===== src/hw/ocd_consts.vh =====
// Register offsets, field positions, reset values for the output channel divider control
`ifndef OCD_CONSTS_VH
`define OCD_CONSTS_VH
`define OCD_ADDR_FRAC_HIGH   8'h29
`define OCD_ADDR_FRAC_LOW    8'h2A
`define OCD_ADDR_INT_DIV     8'h2B
`define OCD_ADDR_FORMAT      8'h2C
`define OCD_ADDR_MODE        8'h2D
`define OCD_RST_FRAC_HIGH    16'h8000
`define OCD_RST_FRAC_LOW     16'h0000
`define OCD_RST_INT_DIV      16'h0000
`define OCD_RST_FORMAT       16'h0008
`define OCD_RST_MODE         16'h0071
`define OCD_FRAC_LOW_MSB     8
`define OCD_SRC_SEL_MSB      15
`define OCD_SRC_SEL_LSB      14
`define OCD_DIV_MSB          13
`define OCD_ALIGN_DLY_MSB    15
`define OCD_ALIGN_DLY_LSB    11
`define OCD_ALIGN_EN_BIT     10
`define OCD_MUTE_LVL_BIT     8
`define OCD_SILENCE_BIT      7
`define OCD_POL_MSB          6
`define OCD_POL_LSB          5
`define OCD_FMT_MSB          4
`define OCD_FMT_LSB          2
`define OCD_OSRC_MSB         1
`define OCD_DELAY_MODE_BIT   15
`define OCD_SMOOTH_BIT       0
`define OCD_FMT_OFF          3'h0
`define OCD_FMT_SE_BOTH      3'h5
`define OCD_FMT_SE_POS       3'h6
`define OCD_FMT_SE_NEG       3'h7
`endif


===== src/hw/ocd_channel_ctrl.v =====
// Output channel divider control: registers, integer divider, alignment, mute and output shaping
`include "ocd_consts.vh"

// Functional notes
// - Low fraction bits 8-0, reset zero
// - High fraction 16 bits, reset 8000h, above
// - Fraction doubles as delay setting
// - Delay select: 0 synthesis, 1 delay
// - Bits 15-14 pick integer divider source
// - Divide by bits 13-0; zero powers down
// - Alignment delay counts source cycles, bits 15-11
// - Bit 10 enables alignment participation
// - Mute level select sets leg levels
// - Override mutes directly, else calibration mute
// - Bits 6-5 set single-ended leg polarity
// - Bits 4-2 choose output buffer format
// - Bits 1-0 choose routed channel clock
// - Smooth switch applies changes at boundary
module ocd_channel_ctrl #(
  parameter DIV_WIDTH   = 14,
  parameter DELAY_WIDTH = 5
) (
  // Clock and reset
  input  wire        clk_sys,
  input  wire        rst,
  // Register access
  input  wire [7:0]  regAddr,
  input  wire [15:0] regWrData,
  input  wire        regWrite,
  input  wire        regRead,
  output reg  [15:0] regRdData,
  // Source clocks and alignment request from outside the domain
  input  wire        prescalerA,
  input  wire        prescalerB,
  input  wire        fracDivClk,
  input  wire        refClk,
  input  wire        channel1Clk,
  input  wire        channel3Clk,
  input  wire        alignRequest,
  // Same-domain controls
  input  wire        outputOverride,
  input  wire        calibrationActive,
  // Fractional divider setup
  output reg  [24:0] fracSynthWord,
  output reg  [24:0] fracDelayWord,
  output reg         fracDelayMode,
  // Output buffer
  output reg  [2:0]  outputFormat,
  output reg         outP,
  output reg         outN,
  output reg         outPEnable,
  output reg         outNEnable,
  output reg         muteActive,
  output reg         dividerPoweredDown,
  output reg         aligning
);
  localparam ALIGN_IDLE = 1'b0;
  localparam ALIGN_WAIT = 1'b1;

  reg [15:0] fracHighReg;
  reg [15:0] fracLowReg;
  reg [15:0] intDivReg;
  reg [15:0] formatReg;
  reg [15:0] modeReg;

  reg [DIV_WIDTH-1:0]   activeDiv;
  reg [1:0]             activeSel;
  reg [DIV_WIDTH-1:0]   divCount;
  reg [DELAY_WIDTH-1:0] delayCount;
  reg                   alignState;
  reg                   divOut;

  wire [3:0] syncLevel;
  wire [3:0] syncRise;
  wire       alignPulse;
  wire       ch1Level;
  wire       ch3Level;

  wire [DIV_WIDTH-1:0]   newDiv       = intDivReg[`OCD_DIV_MSB:0];
  wire [1:0]             newSel       = intDivReg[`OCD_SRC_SEL_MSB:`OCD_SRC_SEL_LSB];
  wire [DELAY_WIDTH-1:0] alignDelay   = formatReg[`OCD_ALIGN_DLY_MSB:`OCD_ALIGN_DLY_LSB];
  wire                   alignEnable  = formatReg[`OCD_ALIGN_EN_BIT];
  wire                   muteLevelSel = formatReg[`OCD_MUTE_LVL_BIT];
  wire                   silence      = formatReg[`OCD_SILENCE_BIT];
  wire [1:0]             polarity     = formatReg[`OCD_POL_MSB:`OCD_POL_LSB];
  wire [2:0]             fmtSel       = formatReg[`OCD_FMT_MSB:`OCD_FMT_LSB];
  wire [1:0]             outSrcSel    = formatReg[`OCD_OSRC_MSB:0];
  wire                   smoothSwitch = modeReg[`OCD_SMOOTH_BIT];
  wire [24:0]            fracWord     = {fracHighReg, fracLowReg[`OCD_FRAC_LOW_MSB:0]};

  function pickBit;
    input [1:0] sel;
    input [3:0] bits;
    begin
      pickBit = bits[sel];
    end
  endfunction

  ocd_edge_sync uSyncA (.clk_sys(clk_sys), .rst(rst), .asyncIn(prescalerA), .level(syncLevel[0]), .rise(syncRise[0]));
  ocd_edge_sync uSyncB (.clk_sys(clk_sys), .rst(rst), .asyncIn(prescalerB), .level(syncLevel[1]), .rise(syncRise[1]));
  ocd_edge_sync uSyncF (.clk_sys(clk_sys), .rst(rst), .asyncIn(fracDivClk), .level(syncLevel[2]), .rise(syncRise[2]));
  ocd_edge_sync uSyncR (.clk_sys(clk_sys), .rst(rst), .asyncIn(refClk), .level(syncLevel[3]), .rise(syncRise[3]));
  ocd_edge_sync uSyncAl (.clk_sys(clk_sys), .rst(rst), .asyncIn(alignRequest), .level(), .rise(alignPulse));
  ocd_edge_sync uSync1 (.clk_sys(clk_sys), .rst(rst), .asyncIn(channel1Clk), .level(ch1Level), .rise());
  ocd_edge_sync uSync3 (.clk_sys(clk_sys), .rst(rst), .asyncIn(channel3Clk), .level(ch3Level), .rise());
  wire srcEdge  = pickBit(activeSel, syncRise[3:0]);
  wire srcLevel = pickBit(activeSel, syncLevel[3:0]);
  wire atWrap   = srcEdge && (divCount == activeDiv - 1'b1);

  // Register file; every bit is stored and read back
  always @(posedge clk_sys or posedge rst) begin
    if (rst) begin
      fracHighReg <= `OCD_RST_FRAC_HIGH;
      fracLowReg  <= `OCD_RST_FRAC_LOW;
      intDivReg   <= `OCD_RST_INT_DIV;
      formatReg   <= `OCD_RST_FORMAT;
      modeReg     <= `OCD_RST_MODE;
      regRdData   <= 16'h0000;
    end else begin
      if (regWrite) begin
        case (regAddr)
          `OCD_ADDR_FRAC_HIGH: fracHighReg <= regWrData;
          `OCD_ADDR_FRAC_LOW:  fracLowReg  <= regWrData;
          `OCD_ADDR_INT_DIV:   intDivReg   <= regWrData;
          `OCD_ADDR_FORMAT:    formatReg   <= regWrData;
          `OCD_ADDR_MODE:      modeReg     <= regWrData;
          default:             fracLowReg  <= fracLowReg;
        endcase
      end
      if (regRead) begin
        case (regAddr)
          `OCD_ADDR_FRAC_HIGH: regRdData <= fracHighReg;
          `OCD_ADDR_FRAC_LOW:  regRdData <= fracLowReg;
          `OCD_ADDR_INT_DIV:   regRdData <= intDivReg;
          `OCD_ADDR_FORMAT:    regRdData <= formatReg;
          `OCD_ADDR_MODE:      regRdData <= modeReg;
          default:             regRdData <= 16'h0000;
        endcase
      end
    end
  end

  // Integer divider with source switching and alignment hold
  always @(posedge clk_sys or posedge rst) begin
    if (rst) begin
      activeDiv  <= {DIV_WIDTH{1'b0}};
      activeSel  <= 2'h0;
      divCount   <= {DIV_WIDTH{1'b0}};
      delayCount <= {DELAY_WIDTH{1'b0}};
      alignState <= ALIGN_IDLE;
      divOut     <= 1'b0;
    end else begin
      // Immediate mode or a stopped divider takes new settings at once
      if (!smoothSwitch || activeDiv == {DIV_WIDTH{1'b0}} || atWrap) begin
        activeDiv <= newDiv;
        activeSel <= newSel;
      end
      case (alignState)
        ALIGN_IDLE: begin
          if (alignPulse && alignEnable) begin
            divCount <= {DIV_WIDTH{1'b0}};
            divOut   <= 1'b0;
            if (alignDelay != {DELAY_WIDTH{1'b0}}) begin
              delayCount <= alignDelay;
              alignState <= ALIGN_WAIT;
            end
          end else if (activeDiv == {DIV_WIDTH{1'b0}}) begin
            divCount <= {DIV_WIDTH{1'b0}};
            divOut   <= 1'b0;
          end else begin
            if (srcEdge) begin
              divCount <= atWrap ? {DIV_WIDTH{1'b0}} : divCount + 1'b1;
            end
            if (activeDiv == {{(DIV_WIDTH-1){1'b0}}, 1'b1}) begin
              divOut <= srcLevel;
            end else begin
              divOut <= (divCount < (activeDiv >> 1));
            end
          end
        end
        ALIGN_WAIT: begin
          divOut <= 1'b0;
          if (srcEdge) begin
            delayCount <= delayCount - 1'b1;
            if (delayCount == {{(DELAY_WIDTH-1){1'b0}}, 1'b1}) begin
              alignState <= ALIGN_IDLE;
            end
          end
        end
        default: alignState <= ALIGN_IDLE;
      endcase
    end
  end

  // Output selection, mute, polarity and format
  reg routedClk;
  reg muteNow;
  reg nextP;
  reg nextN;
  reg nextPEn;
  reg nextNEn;
  always @* begin
    case (outSrcSel)
      2'h0:    routedClk = ch1Level;
      2'h1:    routedClk = divOut;
      2'h2:    routedClk = ch3Level;
      default: routedClk = 1'b0;
    endcase
    muteNow = outputOverride ? silence : (silence & calibrationActive);
    nextPEn = (fmtSel != `OCD_FMT_OFF) && (fmtSel != `OCD_FMT_SE_NEG);
    nextNEn = (fmtSel != `OCD_FMT_OFF) && (fmtSel != `OCD_FMT_SE_POS);
    if (muteNow) begin
      nextP = muteLevelSel;
      nextN = ~muteLevelSel;
    end else if (fmtSel >= `OCD_FMT_SE_BOTH) begin
      nextP = routedClk ^ polarity[1];
      nextN = routedClk ^ polarity[0];
    end else begin
      nextP = routedClk;
      nextN = ~routedClk;
    end
  end

  always @(posedge clk_sys or posedge rst) begin
    if (rst) begin
      fracSynthWord      <= 25'h000_0000;
      fracDelayWord      <= 25'h000_0000;
      fracDelayMode      <= 1'b0;
      outputFormat       <= 3'h0;
      outP               <= 1'b0;
      outN               <= 1'b0;
      outPEnable         <= 1'b0;
      outNEnable         <= 1'b0;
      muteActive         <= 1'b0;
      dividerPoweredDown <= 1'b1;
      aligning           <= 1'b0;
    end else begin
      fracDelayMode      <= modeReg[`OCD_DELAY_MODE_BIT];
      fracSynthWord      <= modeReg[`OCD_DELAY_MODE_BIT] ? 25'h000_0000 : fracWord;
      fracDelayWord      <= modeReg[`OCD_DELAY_MODE_BIT] ? fracWord : 25'h000_0000;
      outputFormat       <= fmtSel;
      outP               <= nextP;
      outN               <= nextN;
      outPEnable         <= nextPEn;
      outNEnable         <= nextNEn;
      muteActive         <= muteNow;
      dividerPoweredDown <= (activeDiv == {DIV_WIDTH{1'b0}});
      aligning           <= (alignState == ALIGN_WAIT);
    end
  end
endmodule // ocd_channel_ctrl


===== src/hw/ocd_edge_sync.v =====
// Three-stage synchroniser with rising-edge pulse for an external clock or pin
module ocd_edge_sync (
  // Clock and reset
  input  wire clk_sys,
  input  wire rst,
  // Asynchronous input
  input  wire asyncIn,
  // Synchronised level and rising-edge pulse
  output reg  level,
  output reg  rise
);
  reg stage1;
  reg stage2;
  reg stage3;

  always @(posedge clk_sys or posedge rst) begin
    if (rst) begin
      stage1 <= 1'b0;
      stage2 <= 1'b0;
      stage3 <= 1'b0;
      level  <= 1'b0;
      rise   <= 1'b0;
    end else begin
      stage1 <= asyncIn;
      stage2 <= stage1;
      stage3 <= stage2;
      rise   <= 1'b0;
      // A change counts only once stages two and three agree
      if (stage2 == stage3) begin
        level <= stage3;
        rise  <= stage3 & ~level;
      end
    end
  end
endmodule // ocd_edge_sync


===== config.mk =====
export PLATFORM = sky130hd
export DESIGN_NAME = ocd_channel_ctrl
export DESIGN_NICKNAME = d
export VERILOG_FILES = /design/src/hw/ocd_channel_ctrl.v /design/src/hw/ocd_edge_sync.v
export VERILOG_INCLUDE_DIRS = /design/src /design/src/hw
export SDC_FILE = /design/constraint.sdc
export NUM_CORES = 1
export LEC_CHECK = 0
export CORE_ASPECT_RATIO = 1.1
export CORE_MARGIN = 2
export CORE_UTILIZATION = 63
export DETAILED_ROUTE_END_ITERATION = 7
export DONT_BUFFER_PORTS = 1
export PLACE_DENSITY_LB_ADDON = 0.05
export SYNTH_ARGS = -nofsm -noshare
export SYNTH_HDL_FRONTEND = slang
export SYNTH_HIERARCHICAL = 1
export SYNTH_SLANG_ARGS = --single-unit

===== constraint.sdc =====
create_clock -name clk_sys -period 7.6 [get_ports clk_sys]
set_input_delay 0.76 -clock clk_sys [delete_from_list [all_inputs] [get_ports clk_sys]]
set_output_delay 0.76 -clock clk_sys [all_outputs]
set_load 0.02 [all_outputs]

==> results.ini <==
[outcome]
status=complete, no violations

[placed_design]
dp_cells=934
port_buffers=0
place.gp.congestion=0.868
hpwl_um=14600

[clock_network]
clkSinkCount=227
cts_tree=yes
cts_hold_buf=0
clk_pin_slew_ps=60
clk_path_buf_depth=3
h-tree-depth=1
clock_latency_ps=510
cts-buffers-inserted=22
postCtsSetupBuffers=0
cts-resized-gates=0
root_buffer=clkbuf_16

[final_layout]
n_fill_cell=1110
stdcell_count=973
syn2layout_area_growth_pct=8.85
nets=816
n_antenna_cell=0
drive_gt1_frac=0.205

[global_routing]
grt_pass1_vias=5932
groute.usage.overall=0.257
grt_max_degree=126
antenna_found_initial=0
grt_first_pass_wirelength_um=32600
overflow=0

[sta]
hold_viol_final=0
tns_ps=0
finClkSkew_ps=15.8
period_share=0.454
slew_headroom=0.154
fmax_ghz=0.290
rsz0062_at_grt=false
worst-slew-pin-transition_ps=1260
drv_slew=0
period_minus_slack_ps=3450
finalSetupViolCount=0
hold_slack_ps=25.1

[critical_path]
crit_type=input port to flop
critPathArrivalTime_ps=3830
crit_path_max_fanout=16
crit_path_end_kind=flop
required_ps=7980
start_kind=input port

[floorplan]
core.rowCount=47
core_area_um2=15100
die_h_um=134
io_pins=114
die_w_um=122
initial_core_util=0.642
die-area_um2=16400

[synthesis]
yosys_warnings=6
syn_inst=768
netlist_area_um2=9670
syn-mean-instance-area_um2=12.6
syn_nets=822

[drt]
post_drt_wl_per_cell_um=21.0
vias_per_cell=6.20
drtIter0Drc=543
drt_pass1_iterations=5
routed_wl_um=20500
drtAntennaViolNets=0
drc_errors=0
vias=6034

[run]
drv_cap=0

[worst_hold_path]
hold_class=input port to async pin

[pwr]
cellLeakagePower_nw=5.02
ir_worst_vdd_mv=0.202
power_density_nw_per_um2=249

-- final timing paths --
kind	slack, ps	start	endpoint	depth (start not counted)
min reg2reg	340	uSync3/stage1	uSync3/stage2	0
max reg2reg	4550	activeDiv[1]	activeDiv[9]	9
max in group asynchronous	5930	rst	modeReg[10]	2
min	30	rst	uSync3/stage2	1
max	4150	regAddr[4]	fracHighReg[7]	5
min in group clk_sys	290	prescalerA	uSyncA/stage1	0
-- layout make-up --
type	instances	area (um2)	share of cell area
clock inverters	6	65.1	0.00618
clock buffers	33	663	0.0630
repair buffers	3	22.5	0.00214
inverters	31	124	0.0118
well taps	196	245	0.0233
flip-flops and latches	227	5690	0.541
multi-input cells	477	3720	0.353
-- layout by cell type (no fill, tap or decap), types with 15 or more instances in the layout --
master     instances
a21oi_1           25
and2_1            27
clkbuf_16         23
dfrtp_1          220
ha_1              17
inv_1             30
mux2_2            86
nand2_1           29
nor2_1            50
nor2b_1           29
xnor2_1           15
-- metrics by stage --
stage	cell area, um2	power [W]	worst slack [ps]	utilization
3_5_place_dp	9800	0.00157	3700	0.651
2_1_floorplan	9670	0.00151	1570	-
5_1_grt	10500	0.00272	3910	0.699
4_1_cts	10500	0.00265	4100	0.699
6_report	10500	0.00262	4150	0.699
3_3_place_gp	9800	0.00155	3820	0.651
-- layer usage --
layer  vias to the layer above  global-route usage  wire length [um]
met1                      3078               0.375              8790
li1                       2718                   -                 -
met4                         0              0.0556               273
met2                       213               0.399              9730
met3                        25              0.0599              1670
met5                         -                   0                 0
-- power breakdown --
part	switching [W]	internal, W
logic	0.000112	0.0000839
registers	0.0000774	0.00127
clock network	0.000439	0.000637
total	0.000628	0.00199
-- critical path, cell delays in order --
cell     delay, ps
nor4b_1        400
nand3_1        340
nor3_1        1050
nand2_1        780
mux2_2         490
-- sequential cells by signal (all words and copies together) (netlist names), 16 cells and up --
name and flops:
modeReg 16, fracSynthWord 25, fracLowReg 16, intDivReg 16
regRdData 16, formatReg 16, fracDelayWord 25, fracHighReg 16
Note: power is estimated with default switching activity, not from simulation.
